## src/logic/tsp_pkg.sv

```systemverilog
// Shared constants of the transceiver serial control port, both ends
package tsp_pkg;

  localparam int          TSP_CLK_PERIOD_NS     = 50;
  localparam int          TSP_BURST_BITS        = 8;
  localparam int          TSP_WORD_BITS         = 16;
  localparam int          TSP_ADDR_BITS         = 6;
  localparam int          TSP_HDR_RW_POS        = 7;
  localparam logic        TSP_RW_READ           = 1'b1;
  localparam int          TSP_MIN_PAYLOAD_BYTES = 2;
  localparam logic [5:0]  TSP_CFG_ADDR          = 6'h09;
  localparam int          TSP_ALT_EN_POS        = 7;
  localparam logic [15:0] TSP_CFG_RESET         = 16'h0000;
  localparam int          TSP_SCLK_PERIOD_MIN_NS = 125;
  localparam int          TSP_SCLK_LOW_MIN_NS    = 50;
  localparam int          TSP_RST_MIN_NS         = 250;

  // Least times round up to whole cycles
  localparam int TSP_SCLK_PERIOD_MIN_CYC =
    (TSP_SCLK_PERIOD_MIN_NS + TSP_CLK_PERIOD_NS - 1) / TSP_CLK_PERIOD_NS;
  localparam int TSP_SCLK_LOW_MIN_CYC =
    (TSP_SCLK_LOW_MIN_NS + TSP_CLK_PERIOD_NS - 1) / TSP_CLK_PERIOD_NS;
  localparam int TSP_RST_MIN_CYC =
    (TSP_RST_MIN_NS + TSP_CLK_PERIOD_NS - 1) / TSP_CLK_PERIOD_NS;
  // Device sees the link through two flops and answers a cycle later,
  // so each clock phase must outlast that round trip
  localparam int TSP_HALF_MIN_CYC  = 4;
  localparam int TSP_HALF_DEF_CYC  = 4;

endpackage : tsp_pkg

```

## src/logic/tsp_link_if.sv

```systemverilog
// Serial control link between host controller and transceiver port
`timescale 1ns/1ps
interface tsp_link_if;
  logic ce_n;
  logic serial_clock_in;
  logic mosi;
  logic miso;
  logic miso_oe_n;
  logic chip_rst_n;
  logic general_io_one;
  logic general_io_one_oe_n;
  logic general_io_two;
  logic general_io_two_oe_n;

  modport dev (
    input  ce_n, serial_clock_in, mosi, chip_rst_n,
    output miso, miso_oe_n, general_io_one, general_io_one_oe_n,
    output general_io_two, general_io_two_oe_n
  );
  modport host (
    output ce_n, serial_clock_in, mosi, chip_rst_n,
    input  miso, miso_oe_n, general_io_one, general_io_one_oe_n,
    input  general_io_two, general_io_two_oe_n
  );
endinterface : tsp_link_if

```

## src/logic/tsp_device.sv

```systemverilog
// Transceiver end of the serial control port: framing, header, payload
`timescale 1ns/1ps
module tsp_device
  import tsp_pkg::*;
(
  input  wire logic        clock,
  input  wire logic        sys_rst,
  tsp_link_if.dev          link,
  input  wire logic        xtal_running,
  input  wire logic        out_of_idle,
  input  wire logic        crc_valid,
  output logic             wr_valid,
  output logic [5:0]       wr_addr,
  output logic [7:0]       wr_index,
  output logic [15:0]      wr_data,
  output logic             rd_req,
  output logic [5:0]       rd_addr,
  output logic [7:0]       rd_index,
  input  wire logic [15:0] rd_data,
  output logic             frame_active,
  output logic             frame_error,
  output logic             alt_enable
);

  typedef enum logic [3:0] {
    TSP_ST_WAIT = 4'b0001,
    TSP_ST_HDR  = 4'b0010,
    TSP_ST_DATA = 4'b0100,
    TSP_ST_SKIP = 4'b1000
  } tsp_dev_state_t;

  ////////////////////////////////////////////////////////////////////////////
  // Pin synchronisers

  logic [1:0] ce_sync;
  logic [1:0] sclk_sync;
  logic [1:0] mosi_sync;
  logic [1:0] rst_sync;
  logic       sclk_d;
  logic       ce_d;

  always_ff @(posedge clock)
  begin
    if (sys_rst)
    begin
      ce_sync   <= 2'h3;
      sclk_sync <= 2'h0;
      mosi_sync <= 2'h0;
      rst_sync  <= 2'h0;
      sclk_d    <= 1'b0;
      ce_d      <= 1'b1;
    end
    else
    begin
      ce_sync   <= {ce_sync[0], link.ce_n};
      sclk_sync <= {sclk_sync[0], link.serial_clock_in};
      mosi_sync <= {mosi_sync[0], link.mosi};
      rst_sync  <= {rst_sync[0], link.chip_rst_n};
      sclk_d    <= sclk_sync[1];
      ce_d      <= ce_sync[1];
    end
  end

  // Chip reset pin acts synchronously: the sampled level clears state
  wire clear      = sys_rst | ~rst_sync[1];
  wire sclk_rise  = sclk_sync[1] & ~sclk_d;
  wire sclk_fall  = ~sclk_sync[1] & sclk_d;
  wire ce_start   = ~ce_sync[1] & ce_d;
  wire ce_end     = ce_sync[1] & ~ce_d;
  wire mosi_s     = mosi_sync[1];

  ////////////////////////////////////////////////////////////////////////////
  // Transaction state

  tsp_dev_state_t state;
  logic [3:0]     bit_cnt;
  logic [15:0]    sh_in;
  logic [15:0]    sh_out;
  logic           hdr_read;
  logic [5:0]     hdr_addr;
  logic [7:0]     word_idx;
  logic [15:0]    cfg;
  logic           miso_q;

  wire st_wait = (state == TSP_ST_WAIT);
  wire st_hdr  = (state == TSP_ST_HDR);
  wire st_data = (state == TSP_ST_DATA);

  wire [15:0] next_sh_in  = {sh_in[14:0], mosi_s};
  wire        hdr_done    = st_hdr & sclk_rise & (bit_cnt == 4'(TSP_BURST_BITS - 1));
  wire        word_done   = st_data & sclk_rise & (bit_cnt == 4'(TSP_WORD_BITS - 1));
  wire        next_read   = next_sh_in[TSP_HDR_RW_POS] == TSP_RW_READ;
  wire [5:0]  next_addr   = next_sh_in[TSP_ADDR_BITS-1:0];
  // Short, odd or headerless frames: header cut short, no whole payload word, or a part word left at the end
  wire        bad_frame   = st_hdr | (st_data & ((bit_cnt != 4'h0) | (word_idx == 8'h00)));
  wire        cfg_hit     = word_done & ~hdr_read & (hdr_addr == TSP_CFG_ADDR) &
                            (word_idx == 8'h00);

  always_ff @(posedge clock)
  begin
    if (clear)
    begin
      state    <= TSP_ST_WAIT;
      bit_cnt  <= 4'h0;
      sh_in    <= 16'h0000;
      sh_out   <= 16'h0000;
      hdr_read <= 1'b0;
      hdr_addr <= 6'h00;
      word_idx <= 8'h00;
      miso_q   <= 1'b0;
    end
    else
    begin
      case (state)
        TSP_ST_WAIT:
        begin
          if (ce_start)
          begin
            // Stopped oscillator: the whole frame is ignored
            state   <= xtal_running ? TSP_ST_HDR : TSP_ST_SKIP;
            bit_cnt <= 4'h0;
            word_idx <= 8'h00;
          end
        end
        TSP_ST_HDR:
        begin
          if (ce_end || !xtal_running)
            state <= ce_end ? TSP_ST_WAIT : TSP_ST_SKIP;
          else if (sclk_rise)
          begin
            sh_in   <= next_sh_in;
            bit_cnt <= hdr_done ? 4'h0 : bit_cnt + 4'h1;
            if (hdr_done)
            begin
              state    <= TSP_ST_DATA;
              hdr_read <= next_read;
              hdr_addr <= next_addr;
            end
          end
        end
        TSP_ST_DATA:
        begin
          if (ce_end || !xtal_running)
          begin
            state  <= ce_end ? TSP_ST_WAIT : TSP_ST_SKIP;
            miso_q <= 1'b0;
          end
          else
          begin
            if (sclk_rise)
            begin
              // Wraps every sixteen bits: payload goes in byte pairs
              sh_in   <= hdr_read ? sh_in : next_sh_in;
              bit_cnt <= bit_cnt + 4'h1;
              if (word_done)
                word_idx <= word_idx + 8'h01;
            end
            if (sclk_fall && hdr_read)
            begin
              miso_q <= (bit_cnt == 4'h0) ? rd_data[15] : sh_out[15];
              sh_out <= (bit_cnt == 4'h0) ? {rd_data[14:0], 1'b0} : {sh_out[14:0], 1'b0};
            end
            else if (!hdr_read)
              miso_q <= 1'b0;
          end
        end
        TSP_ST_SKIP:
        begin
          if (ce_end)
            state <= TSP_ST_WAIT;
        end
        default:
          state <= TSP_ST_WAIT;
      endcase
    end
  end

  ////////////////////////////////////////////////////////////////////////////
  // Core-side strobes and the alternate-function register

  // Header of a read asks for word 0 at once; each finished word asks for the next
  always_ff @(posedge clock)
  begin
    if (clear)
    begin
      wr_valid    <= 1'b0;
      wr_addr     <= 6'h00;
      wr_index    <= 8'h00;
      wr_data     <= 16'h0000;
      rd_req      <= 1'b0;
      rd_addr     <= 6'h00;
      rd_index    <= 8'h00;
      frame_error <= 1'b0;
      cfg         <= TSP_CFG_RESET;
    end
    else
    begin
      wr_valid    <= word_done & ~hdr_read;
      rd_req      <= (hdr_done & next_read) | (word_done & hdr_read);
      frame_error <= (st_hdr | st_data) & ce_end & bad_frame;
      if (word_done & ~hdr_read)
      begin
        wr_addr  <= hdr_addr;
        wr_index <= word_idx;
        wr_data  <= next_sh_in;
      end
      if (hdr_done)
      begin
        rd_addr  <= next_addr;
        rd_index <= 8'h00;
      end
      else if (word_done)
        rd_index <= word_idx + 8'h01;
      if (cfg_hit)
        cfg <= next_sh_in;
    end
  end

  ////////////////////////////////////////////////////////////////////////////
  // Pins

  logic gio_one;
  logic gio_two;

  always_ff @(posedge clock)
  begin
    if (clear)
    begin
      gio_one <= 1'b0;
      gio_two <= 1'b0;
    end
    else
    begin
      gio_one <= cfg[TSP_ALT_EN_POS] & out_of_idle;
      gio_two <= cfg[TSP_ALT_EN_POS] & crc_valid;
    end
  end

  assign alt_enable                = cfg[TSP_ALT_EN_POS];
  assign frame_active              = st_hdr | st_data;
  // MISO released outside a live frame; low during header and writes
  assign link.miso                 = miso_q;
  assign link.miso_oe_n            = ~(st_hdr | st_data);
  assign link.general_io_one       = gio_one;
  assign link.general_io_one_oe_n  = ~cfg[TSP_ALT_EN_POS];
  assign link.general_io_two       = gio_two;
  assign link.general_io_two_oe_n  = ~cfg[TSP_ALT_EN_POS];

endmodule : tsp_device

```

## src/flat_wrapper.sv

```systemverilog
// flat-port wrapper written by rule: the top's interface ports become plain ports
module tsp_device_flat import tsp_pkg::*;
  (clock, sys_rst, xtal_running, out_of_idle, crc_valid, wr_valid, wr_addr, wr_index, wr_data, rd_req, rd_addr, rd_index, rd_data, frame_active, frame_error, alt_enable, link_ce_n, link_serial_clock_in, link_mosi, link_chip_rst_n, link_miso, link_miso_oe_n, link_general_io_one, link_general_io_one_oe_n, link_general_io_two, link_general_io_two_oe_n);
  tsp_link_if link_i ();
  input  wire logic clock;
  input  wire logic sys_rst;
  input  wire logic xtal_running;
  input  wire logic out_of_idle;
  input  wire logic crc_valid;
  output logic wr_valid;
  output logic [5:0] wr_addr;
  output logic [7:0] wr_index;
  output logic [15:0] wr_data;
  output logic rd_req;
  output logic [5:0] rd_addr;
  output logic [7:0] rd_index;
  input  wire logic [15:0] rd_data;
  output logic frame_active;
  output logic frame_error;
  output logic alt_enable;
  input wire logic [$bits(link_i.ce_n)-1:0] link_ce_n;
  input wire logic [$bits(link_i.serial_clock_in)-1:0] link_serial_clock_in;
  input wire logic [$bits(link_i.mosi)-1:0] link_mosi;
  input wire logic [$bits(link_i.chip_rst_n)-1:0] link_chip_rst_n;
  output wire logic [$bits(link_i.miso)-1:0] link_miso;
  output wire logic [$bits(link_i.miso_oe_n)-1:0] link_miso_oe_n;
  output wire logic [$bits(link_i.general_io_one)-1:0] link_general_io_one;
  output wire logic [$bits(link_i.general_io_one_oe_n)-1:0] link_general_io_one_oe_n;
  output wire logic [$bits(link_i.general_io_two)-1:0] link_general_io_two;
  output wire logic [$bits(link_i.general_io_two_oe_n)-1:0] link_general_io_two_oe_n;
  assign link_i.ce_n = link_ce_n;
  assign link_i.serial_clock_in = link_serial_clock_in;
  assign link_i.mosi = link_mosi;
  assign link_i.chip_rst_n = link_chip_rst_n;
  assign link_miso = link_i.miso;
  assign link_miso_oe_n = link_i.miso_oe_n;
  assign link_general_io_one = link_i.general_io_one;
  assign link_general_io_one_oe_n = link_i.general_io_one_oe_n;
  assign link_general_io_two = link_i.general_io_two;
  assign link_general_io_two_oe_n = link_i.general_io_two_oe_n;
  tsp_device u_core (.clock(clock), .sys_rst(sys_rst), .link(link_i), .xtal_running(xtal_running), .out_of_idle(out_of_idle), .crc_valid(crc_valid), .wr_valid(wr_valid), .wr_addr(wr_addr), .wr_index(wr_index), .wr_data(wr_data), .rd_req(rd_req), .rd_addr(rd_addr), .rd_index(rd_index), .rd_data(rd_data), .frame_active(frame_active), .frame_error(frame_error), .alt_enable(alt_enable));
endmodule
```

## config.mk

```make
export PLATFORM = sky130hd
export DESIGN_NAME = tsp_device_flat
export DESIGN_NICKNAME = d
export VERILOG_FILES = /design/src/logic/tsp_pkg.sv /design/src/logic/tsp_link_if.sv /design/src/logic/tsp_device.sv /design/src/flat_wrapper.sv
export SDC_FILE = /design/constraint.sdc
export NUM_CORES = 1
export LEC_CHECK = 0
export ABC_AREA = 1
export ABC_CLOCK_PERIOD_IN_PS = 5000
export BUFFER_PORTS_ARGS = -buffer_cell sky130_fd_sc_hd__clkbuf_2
export CAP_MARGIN = 40
export CORE_ASPECT_RATIO = 1.75
export CORE_UTILIZATION = 55
export CTS_CLUSTER_SIZE = 8
export DETAILED_ROUTE_END_ITERATION = 7
export GPL_ROUTABILITY_DRIVEN = 0
export PLACE_DENSITY = 0.76
export SYNTH_ARGS = -nofsm -noshare
export SYNTH_HDL_FRONTEND = slang
export SYNTH_SLANG_ARGS = --single-unit
export TNS_END_PERCENT = 50
```

## constraint.sdc

```tcl
create_clock -name clock -period 5 [get_ports clock]
set_clock_uncertainty 0.05 [all_clocks]
set_input_delay 0.75 -clock clock [delete_from_list [all_inputs] [get_ports clock]]
set_output_delay 0.75 -clock clock [all_outputs]
set_load 0.05 [all_outputs]
```

-- Word level (Yosys, flattened, before mapping)
Cells that the tools add are included.
- mux-type cells: 32
- $add $sub $neg: 2
- reductions and logical operators: 17
- bitwise gates (word level): 32
- eq/ne operators: 19
- operator list (cell ; count):
    $mux W15 ; 5
    $mux W4 ; 14
    $mux W8 ; 4
    $pmux W15 S2 ; 1
    $and A1 B1 Y1 ; 18
    $mux W16 ; 1
    $pmux W4 S4 ; 1
    $pmux W8 S2 ; 1
    $pmux W4 S3 ; 1
    $reduce_and A6 Y1 ; 2
    $ne A2 B2 Y1 const B ; 5
    $reduce_and A5 Y1 ; 2
    $not A1 Y1 ; 9
    $add A8 B1 Y8 const B ; 1
    $eq A4 B3 Y1 const B ; 2
    $eq A4 B4 Y1 const B ; 2
    $logic_not A8 Y1 ; 1
    $ne A2 B1 Y1 const B ; 4
    $eq A6 B4 Y1 const B ; 1
    $ne A3 B3 Y1 const B ; 2
    $or A1 B1 Y1 ; 5
    $add A4 B1 Y4 const B ; 1
    $eq A4 B1 Y1 const B ; 1
    $eq A4 B2 Y1 const B ; 1
    13 further kinds ; 17
- logic and storage cells: 127
- bits in registers: 122

-- Logic depth before layout (Yosys ltp)
Gate-level depths: netlist of run 1.
- depth after elaboration: 8
- mapped depth: 10

-- Worst setup path after synthesis of run 1
No wires, ideal clock.
- kind: register -> output
- start point: register u_core.state[1]
- end point: output port link_miso_oe_n
- slack: 2.762 ns
- stages on the path, launching flop included: 5
- arrival time: 1.438 ns
- cell sequence: dfxtp_1 nor2_1 nand3_1 nand2_1 inv_1
- word-level cells in the longest chain between the ends: 3
- elaborated cells between the ends (all ways): 4
- those cells by class: eq/ne (2); bitwise (2)
- ends and longest elaborated chain (item ; RTL line ; source):
    start: declaration ; tsp_device.sv:75 ; tsp_dev_state_t state;
    start signal: assignment ; tsp_device.sv:120 ; state <= xtal_running ? TSP_ST_HDR : TSP_ST_SKIP;
    start signal: assignment ; tsp_device.sv:128 ; state <= ce_end ? TSP_ST_WAIT : TSP_ST_SKIP;
    start signal: assignment ; tsp_device.sv:145 ; state <= ce_end ? TSP_ST_WAIT : TSP_ST_SKIP;
    $eq A4 B2 Y1 or $eq A4 B3 Y1 (tied branches) ; tsp_device.sv:86, tsp_device.sv:87 ;
    $or A1 B1 Y1 (*) ; - ;
    via frame_active ; flat_wrapper.sv:18 ; output logic frame_active;
    $not A1 Y1 (*) ; tsp_device.sv:243 ; assign link.miso_oe_n = ~(st_hdr | st_data);
    end: declaration ; flat_wrapper.sv:26 ; output wire logic [$bits(link_i.miso_oe_n)-1:0] link_miso_oe_n;
Mark *: on every way through the listed nets, which the timed path passes. The rest lies on a longest branch.

-- Worst setup path after layout of run 1
- start point: register u_core.state[2]
- end point: output port link_miso_oe_n
- word-level cells in the longest chain between the ends: 3
- elaborated cells between the ends (all ways): 4
- those cells by class: eq/ne (2); bitwise (2)
- ends and longest elaborated chain (item ; RTL line):
    $eq A4 B2 Y1 or $eq A4 B3 Y1 (tied branches) ; tsp_device.sv:86, tsp_device.sv:87
    $or A1 B1 Y1 (*) ; tsp_device.sv:243
    $not A1 Y1 (*) ; tsp_device.sv:243
Mark *: on every way between the ends. The rest lies on a longest branch, timed or not.

==> flow_summary.yaml, run 1 <==
worst_hold_path:
  hp-class: "flop to flop"
  worstHoldStart: "u_core.sclk_sync[0]"
  whs_endpoint: "u_core.sclk_sync[1]"
  hold-path-cell-count: 2
setup_path:
  r2r_slack_ps: 2790
  endpoint_kind: "output pin"
  path_cells: "nor2_1 > nand3_1 > nand2_1 > inv_1 > clkbuf_2"
  cp_data_required_time_ps: 4200
  arrival_ps: 1750
  r2r_start: "u_core.bit_cnt[0]"
  crit_type: "flop to output pin"
  critPathLaunchType: "flop"
  crit-reg2reg-capture: "u_core.cfg[7]"
  cp_slowest_cell: "dfxtp_1"
  r2r_cells: 8
  critical_path.max_fanout: 5
  max_stage_delay_ps: 340
clock_network:
  cts_hold_buf: 0
  numCtsBuffers: 17
  clkLatencyLatePin_ps: 410
  clock-sinks: 114
  clk_pin_slew_ps: 50
  cts_tree: "yes"
  clockRootBuffer: "clkbuf_16"
  ctsLongestPathBuffers: 2
  htreeDepth: 4
  postCtsSetupRepairBufs: 0
  cts_resized: 0
finish:
  area_growth_pct: 19.4
  nFillCells: 717
  fin_nets: 706
  final_area_um2: 5570
  multiInputGateArea_um2: 1970
  n_antenna_cell: 0
  register_area_um2: 2280
  post-route-util_pct: 67.4
  stdcell_count: 780
  mostFrequentLayoutCell: "dfxtp_1"
  drive_gt1_share_pct: 20.1
  layout_common_cells: "114 x dfxtp_1, 97 x nand2_1, 83 x o21ai_0, 79 x clkbuf_2, 72 x nor2_1"
global_route:
  grt_pass1_wl_mm: 17.5
  antenna_found_initial: 0
  grt_pass1_vias: 3990
  overflow: 0
  grt.total_usage_pct: 25.2
  grt_max_degree: 49
sta:
  fmax_ghz: 0.392
  rsz0062_at_grt: "false"
  fin_crit_sh_pct: 51.0
  setup_violations: 0
  slew_viol_final: 0
  tightest_slew_ps: 874
  finalCriticalPeriod_ps: 2550
  slew_headroom_pct: 41.4
  final_hold_viol_count: 0
  finalSetupTns_ps: 0
yosys:
  synth-edff-count: 0
  syn_area_per_cell_um2: 7.72
  postSynth.asyncResetShare_pct: 0
  synth_xor_area_share_pct: 0.563
  synth_sequential_area_ratio_pct: 48.9
  synth_mux_area_share_pct: 0
  synth_compound_area_share_pct: 19.2
  synth-simple-area-share_pct: 21.4
  synth_ff_type: "dfxtp_1"
  synth_fa_ha_area_share_pct: 1.07
  ys_seq_elements: 114
  synth_top_family_by_area: "simple AND/OR/NAND/NOR gates"
  synth_area_um2: 4660
  syn-num-nets: 633
  synthCells: 604
  synth_cell_type_count: 35
  ys_warn_count: 0
die:
  core_um2: 8260
  rows: 44
  die_w_um: 71.6
  dieHeight_um: 124
  die-area_um2: 8870
  start_util_pct: 56.5
  num_io_pins: 80
power:
  vdd_drop_max_uv: 332
  cellPowerDensity_nw_per_um2: 364
  power.leakage_nw: 2.40
status:
  status: "complete, no violations"
routing:
  drc: 0
  drt_wl_total_mm: 10.6
  viasPerCell: 5.47
  dr.pass1.iters: 5
  drt.antenna.violating_nets: 0
  routed-via-count: 4266
  avgRoutedWirePerCell_um: 13.6
  drt_iter0_drc: 394
run:
  maxCapViolations: 0
place:
  portBuffers: 79
  dp_hpwl_mm: 7.29
  dpl_cell_area_um2: 5040
  dp.cells: 750
## worst max path at each step
stage                               start                  to
after floorplan           u_core.state[1]      link_miso_oe_n
after global placement            sys_rst     u_core.sh_in[1]
after detailed placement          sys_rst     u_core.sh_in[7]
after CTS                 u_core.state[1]      link_miso_oe_n
after global routing              sys_rst  u_core.wr_index[7]
final                     u_core.state[2]      link_miso_oe_n
## metrics by stage
stage               hold slack, ps  worst slack [ps]  power (mW)
finish                         357              2450        2.02
global route                   373              2240        2.08
CTS                            356              2430        2.04
detailed placement             345              2110       0.975
global placement               341              2220       0.975
floorplan                      338              2760       0.959
## report_power, final
group          switching, mW  internal [mW]  leakage, nW  total (mW)
logic                 0.0265         0.0155         1.20      0.0419
clock network          0.382          0.685        0.271        1.07
registers            0.00183          0.914        0.920       0.916
total                  0.410           1.61         2.40        2.02
## cells in the mapped netlist (5+ instances only)
library cell	n	area share [%]
a31oi_1	15	2.0
o21ai_0	83	8.9
nand2_1	97	7.8
nand4_1	6	0.80
nor2_4	5	1.2
buf_4	6	0.97
nand3_1	25	2.7
a21oi_1	59	6.3
nor2_1	72	5.8
clkbuf_1	9	0.72
inv_1	62	5.0
dfxtp_1	114	49
buf_2	7	0.75
## cells by family after synthesis
family                   Yosys count
AND/OR/NAND/NOR                  221
AO/OA/AOI/OAI                    168
buffers and inverters             94
adder cells (fa/ha/maj)            4
XOR/XNOR                           3
flip-flops                       114
## sequential cells by signal (all words and copies together), names as in the netlist, 2 cells and up
signal and count:
u_core.bit_cnt 4, u_core.ce_sync 2, u_core.hdr_addr 6, u_core.mosi_sync 2
u_core.rd_addr 6, u_core.rd_index 8, u_core.rst_sync 2, u_core.sclk_sync 2
u_core.sh_in 15, u_core.sh_out 15, u_core.state 4, u_core.word_idx 8
u_core.wr_addr 6, u_core.wr_data 16, u_core.wr_index 8
## per-layer routing
metal  global-route usage [%]  wire length [um]  up-vias
met5                        0                 0        -
met4                     12.9               298        0
met3                     6.96               517       30
met2                     43.7              5530      153
met1                     28.0              4260     1961
li1                         -                 -     2122
## critical path: cells and delay by family, from the launching register on
family                 cells  cell delay, ps
AND/OR/NAND/NOR            3             610
buffers and inverters      2             390
flip-flops                 1             340
## layout make-up
| type | count | share of cell area, % |
|---|---|---|
| sequential | 114 | 41.0 |
| multi-input combinational | 396 | 35.4 |
| clock buffer | 24 | 9.01 |
| timing repair buffer | 81 | 7.50 |
| inverter | 67 | 4.52 |
| tap | 92 | 2.07 |
| clock inverter | 6 | 0.539 |
Note: power is estimated with default switching activity, not from simulation.
==> run 2, diff against run 1 <==
- ABC_AREA: 1 -> 0
- ABC_CLOCK_PERIOD_IN_PS: 5000 -> 2600
- PLACE_DENSITY: 0.76 -> 0.77
- clock period: 5 -> 2.6 ns (I/O delays scaled with it)
==> run 2 against run 1 <==
Against the previous run: sequential power up 92%; core utilization up 2.0 points; largest power group unchanged; routed wire length down 2.0%; final cell count fell by 12%; critical endpoint is now frame_active; largest cell class unchanged; the flow now finishes with violations (design-rule violations); design area unchanged; via count down 9.1%; sequential share of layout area unchanged; power up 98%; clock-buffer cell count decreased by 1.
==> flow_summary.yaml, run 2 <==
status:
  status: "complete, but fails checks"
  violations: "design-rule violations"
sta:
  slew_viol_final: 0
  slew_headroom_pct: 47.8
  fmax_ghz: 0.422
  finalSetupTns_ps: 0
  setup_violations: 0
  timing.final.ws_setup_ps: 232
  tightest_slew_ps: 784
  finalCriticalPeriod_ps: 2370
  holdWs_ps: 113
  final_hold_viol_count: 0
  rsz0062_at_grt: "false"
  fin_crit_sh_pct: 91.1
clock_network:
  cts_tree: "yes"
  htreeDepth: 4
  postCtsSetupRepairBufs: 0
  clock-sinks: 114
  clockRootBuffer: "clkbuf_16"
  ctsLongestPathBuffers: 2
  numCtsBuffers: 17
  cts_resized: 0
  clk_pin_slew_ps: 50
  clkLatencyLatePin_ps: 410
  cts_hold_buf: 0
setup_path:
  cp_data_required_time_ps: 2160
  critPathLaunchType: "flop"
  r2r_cells: 5
  crit-reg2reg-capture: "u_core.hdr_addr[3]"
  r2r_start: "u_core.state[1]"
  crit_type: "flop to output pin"
  r2r_slack_ps: 340
  critical_path.max_fanout: 8
  endpoint_kind: "output pin"
  arrival_ps: 1930
routing:
  drt_wl_total_mm: 10.4
  drt.antenna.violating_nets: 0
  dr.pass1.iters: 7
  avgRoutedWirePerCell_um: 15.1
  drc: 12
  routed-via-count: 3879
  viasPerCell: 5.64
  drt_iter0_drc: 198
yosys:
  ys_seq_elements: 114
  synth_cell_type_count: 49
  synth-edff-count: 0
  synth_most_common_cell: "dfxtp_1"
  postSynth.asyncResetShare_pct: 0
  synth_area_leaders: "dfxtp_1 50%, mux2i_1 9.4%, nand2_1 6.5%, nor2_1 5.6%, a21oi_1 4.2%"
  synth_ff_type: "dfxtp_1"
  synth_sequential_area_ratio_pct: 49.9
  synthCells: 515
  synthTopCellsByCount: "114 x dfxtp_1, 79 x nand2_1, 68 x nor2_1"
  yosys.area.top_type: "dfxtp_1"
  synth.top_cell.area_share_pct: 49.9
  syn_area_per_cell_um2: 8.88
  synth_area_um2: 4570
  ys_warn_count: 0
  syn-num-nets: 544
power:
  pwr-share-comb_pct: 1.6
  cellPowerDensity_nw_per_um2: 719
  clockPowerShare_pct: 54.4
  switching_share_pct: 19.5
  switching_power_uw: 782
  vdd_drop_max_uv: 490
  p_seq_share_pct: 44.0
  power.leakage_nw: 2.29
  internal-power_mw: 3.22
finish:
  mostFrequentLayoutCell: "dfxtp_1"
  layout_common_cells: "114 x dfxtp_1, 79 x nand2_1, 79 x clkbuf_2, 68 x nor2_1, 43 x mux2i_1"
  top_regs: "u_core.wr_data (16), u_core.sh_in (15), u_core.sh_out (15)"
  largest_reg_flops: 16
  nFillCells: 627
  regMostFlops: "u_core.wr_data"
  n_antenna_cell: 0
  area_growth_pct: 21.7
  fin_nets: 617
  drive_gt1_share_pct: 21.4
worst_hold_path:
  hp-class: "input pin to flop"
  hold-path-cell-count: 2
  whs_endpoint: "u_core.ce_sync[0]"
  worstHoldStart: "link_ce_n"
die:
  core_um2: 8020
  die-area_um2: 8700
  die_w_um: 70.9
  start_util_pct: 57.1
  dieHeight_um: 123
  rows: 43
  num_io_pins: 80
global_route:
  grt.total_usage_pct: 25.1
  antenna_found_initial: 0
  grt_pass1_vias: 3579
  overflow: 0
  grt_max_degree: 64
  grt_pass1_wl_mm: 16.7
place:
  dp_hpwl_mm: 7.12
  portBuffers: 79
  pre_cts_ws_ps: 447
run:
  maxCapViolations: 0
[run 2: cell count changes after synthesis, sizes merged, moves of 19 or more]
cell    delta
mux2i     +43
nand2     -22
a211oi    +19
o21ai     -69
a21oi     -25
inv       -57
[run 2: layout make-up]
class                   count  area (um2)  area share (%)
clock inverters             6        82.6            1.48
inverters                   9        33.8           0.607
clock buffers              23         468            8.40
flip-flops and latches    114        2280            41.0
repair buffers             88         475            8.54
multi-input cells         358        2110            38.0
well taps                  90         113            2.02
[run 2: worst max-delay path by stage]
stage                     from            endpoint  slack (ps)  cells after the start
2_1_floorplan  u_core.state[2]     u_core.state[3]         230                      6
3_3_place_gp   u_core.state[1]  u_core.hdr_addr[1]         490                      5
3_5_place_dp   u_core.state[1]  u_core.hdr_addr[3]         450                      5
4_1_cts        u_core.state[2]        frame_active         230                      5
5_1_grt        u_core.state[2]        frame_active          90                      5
6_report       u_core.state[2]        frame_active         230                      5
[run 2: critical path, cell delays in order, from the launching register on]
cell and delay [ps]:
dfxtp_1 440, nor2b_2 330, o21ai_2 110, buf_4 180
inv_1 150, clkbuf_2 310
[run 2: metrics by stage]
stage / instance area (um2) / cells / util [%] / total power [mW]
3_5_place_dp: 5020 / 659 / 62.6 / 1.86
2_1_floorplan: 4570 / 515 / - / 1.83
3_3_place_gp: 5020 / 659 / 62.6 / 1.86
5_1_grt: 5570 / 688 / 69.5 / 4.13
4_1_cts: 5570 / 688 / 69.5 / 4.03
6_report: 5570 / 688 / 69.5 / 4.00
[run 2: logic make-up (layout without fill, tap and decap cells)]
logic type	count (synthesis)	after routing	synth area share (%)
muxes	45	45	9.90
DFF	114	114	49.9
and+or+nand+nor	218	218	22.2
AOI/OAI and AO/OA	89	89	12.4
adders and majority gates	4	4	1.09
buffers and inverters	43	126	4.16
xor gates and xnor gates	2	2	0.383
[run 2: power by group through the flow]
stage | sequential, mW | combinational [mW] | clock (mW)
2_1_floorplan | 1.79 | 0.0388 | 0
3_3_place_gp | 1.80 | 0.0623 | 0
3_5_place_dp | 1.80 | 0.0637 | 0
4_1_cts | 1.76 | 0.0642 | 2.20
5_1_grt | 1.76 | 0.0702 | 2.30
6_report | 1.76 | 0.0640 | 2.18
[run 2: metal layers]
metal	routed length (um)	track usage [%]
met5	0	0
met4	267	12.9
met3	470	8.13
met2	5510	44.6
met1	4160	26.3
==> run 3, diff against run 2 <==
- ABC_CLOCK_PERIOD_IN_PS: 2600 -> 2800
- CORE_MARGIN: unset -> 2
- clock period: 2.6 -> 2.8 ns (I/O delays scaled with it)
==> run 3 against run 2 <==
Against the previous run: the flow now finishes without violations; register-to-register slack improved by 190 ps; sequential power decreased by 7%; sequential share of layout area is 0.49 points lower; critical path depth is 1 lower; non-clock buffer count unchanged; first-iteration DRC count rose by 44%; final cell count is 0.73% higher; global-route usage decreased by 0.90 points; combinational power is 6.2% lower; largest power group unchanged.
==> flow_summary.yaml, run 3 (synthesis gave the netlist of run 2 again) <==
finish:
  mostFrequentLayoutCell: "dfxtp_1"
  top_regs: "u_core.wr_data (16), u_core.sh_in (15), u_core.sh_out (15)"
  fin_nets: 617
  layout_common_cells: "114 x dfxtp_1, 79 x nand2_1, 79 x clkbuf_2, 68 x nor2_1, 43 x mux2i_1"
  multiInputGateArea_um2: 2110
  n_antenna_cell: 0
  area_growth_pct: 23.2
  register_area_um2: 2280
  drive_gt1_share_pct: 22.1
  nFillCells: 633
  largest_reg_flops: 16
  regMostFlops: "u_core.wr_data"
setup_path:
  path_delay_family: "buffers and inverters"
  critical_path.max_fanout: 9
  cp_data_required_time_ps: 2330
  endpoint_kind: "output pin"
  crit_type: "flop to output pin"
  cp_slowest_cell: "dfxtp_1"
  max_stage_delay_ps: 450
  path_cells: "nor2b_2 > o21ai_2 > inv_1 > clkbuf_2"
  arrival_ps: 1900
  critPathLaunchType: "flop"
  path_buf_inv: 2
sta:
  holdWs_ps: 154
  slew_viol_final: 0
  rsz0062_at_grt: "false"
  slew_headroom_pct: 58.4
  fin_crit_sh_pct: 84.8
  finalSetupTns_ps: 0
  final_hold_viol_count: 0
  finalCriticalPeriod_ps: 2370
  fmax_ghz: 0.421
  setup_violations: 0
  tightest_slew_ps: 623
power:
  power.total_mw: 3.89
  cellPowerDensity_nw_per_um2: 691
  power.leakage_nw: 2.32
  vdd_drop_max_uv: 519
global_route:
  overflow: 0
  grt_pass1_wl_mm: 17.0
  grt_max_degree: 69
  antenna_found_initial: 0
  grt.total_usage_pct: 24.2
  grt_pass1_vias: 3672
routing:
  drt.antenna.violating_nets: 0
  drc: 0
  drt_iter0_drc: 285
  viasPerCell: 5.51
  dr.pass1.iters: 4
  avgRoutedWirePerCell_um: 14.7
  drt_wl_total_mm: 10.2
  routed-via-count: 3817
die:
  dieHeight_um: 125
  start_util_pct: 55.8
  rows: 44
  core_um2: 8200
  die_w_um: 72.9
  die-area_um2: 9090
  num_io_pins: 80
place:
  dp_hpwl_mm: 7.12
  portBuffers: 79
clock_network:
  clkLatencyLatePin_ps: 410
  htreeDepth: 4
  numCtsBuffers: 17
  ctsLongestPathBuffers: 2
  clockRootBuffer: "clkbuf_16"
  clk_pin_slew_ps: 50
  cts_hold_buf: 0
  postCtsSetupRepairBufs: 0
  cts_resized: 0
  cts_tree: "yes"
  clock-sinks: 114
status:
  status: "complete, no violations"
run:
  maxCapViolations: 0
worst_hold_path:
  hp-class: "input pin to flop"
run 3: cell count changes in the layout (fill, tap and decap cells not counted):
cell / previous run / this run
clkbuf_8: 2 / 4
bufinv_16: 2 / 3
clkbuf_1: 4 / 2
clkinvlp_4: 1 / 3
run 3: power by group:
group          switching (mW)  internal (mW)  leakage [nW]
Combinational          0.0328         0.0273          1.10
Sequential            0.00406           1.63         0.920
Clock                   0.713           1.49         0.295
Total                   0.750           3.14          2.32
run 3: worst reg2reg max path, delay by kind of cell, from the launching register on:
kind / cells / cell delay [ps]
flip-flops: 1 / 450
buffers and inverters: 2 / 480
AO/OA/AOI/OAI: 1 / 150
AND/OR/NAND/NOR: 4 / 1080
run 3: worst paths after layout:
kind	startpoint	to	depth (start not counted)	slack (ps)
worst min-delay path	link_ce_n	u_core.ce_sync[0]	2	150
worst max-delay path	u_core.state[2]	frame_active	4	430
worst max register to register	u_core.state[2]	u_core.wr_index[6]	7	530
worst min register to register	u_core.ce_sync[0]	u_core.ce_sync[1]	1	370
run 3: routing by layer:
metal	vias up	track usage, %	share of wire [%]
li1	1923	-	-
met1	1773	26.9	40
met2	100	41.7	54
met3	21	7.44	4.2
met4	0	10.0	2.2
met5	-	0	0
run 3: layout make-up:
| cell class | count | share of cell area [%] |
|---|---|---|
| clock buffer | 23 | 8.66 |
| clock inverter | 9 | 2.26 |
| timing repair buffer | 88 | 8.44 |
| sequential | 114 | 40.5 |
| multi-input combinational | 358 | 37.5 |
| inverter | 9 | 0.599 |
| tap | 92 | 2.04 |
run 3: per-stage QoR:
step,instance area (um2),util [%],cells,setup WS [ps]
global route,5640,68.7,693,270
finish,5640,68.7,693,425
CTS,5640,68.7,693,414
global placement,5020,61.2,661,715
floorplan,4570,-,515,426
detailed placement,5020,61.2,661,587
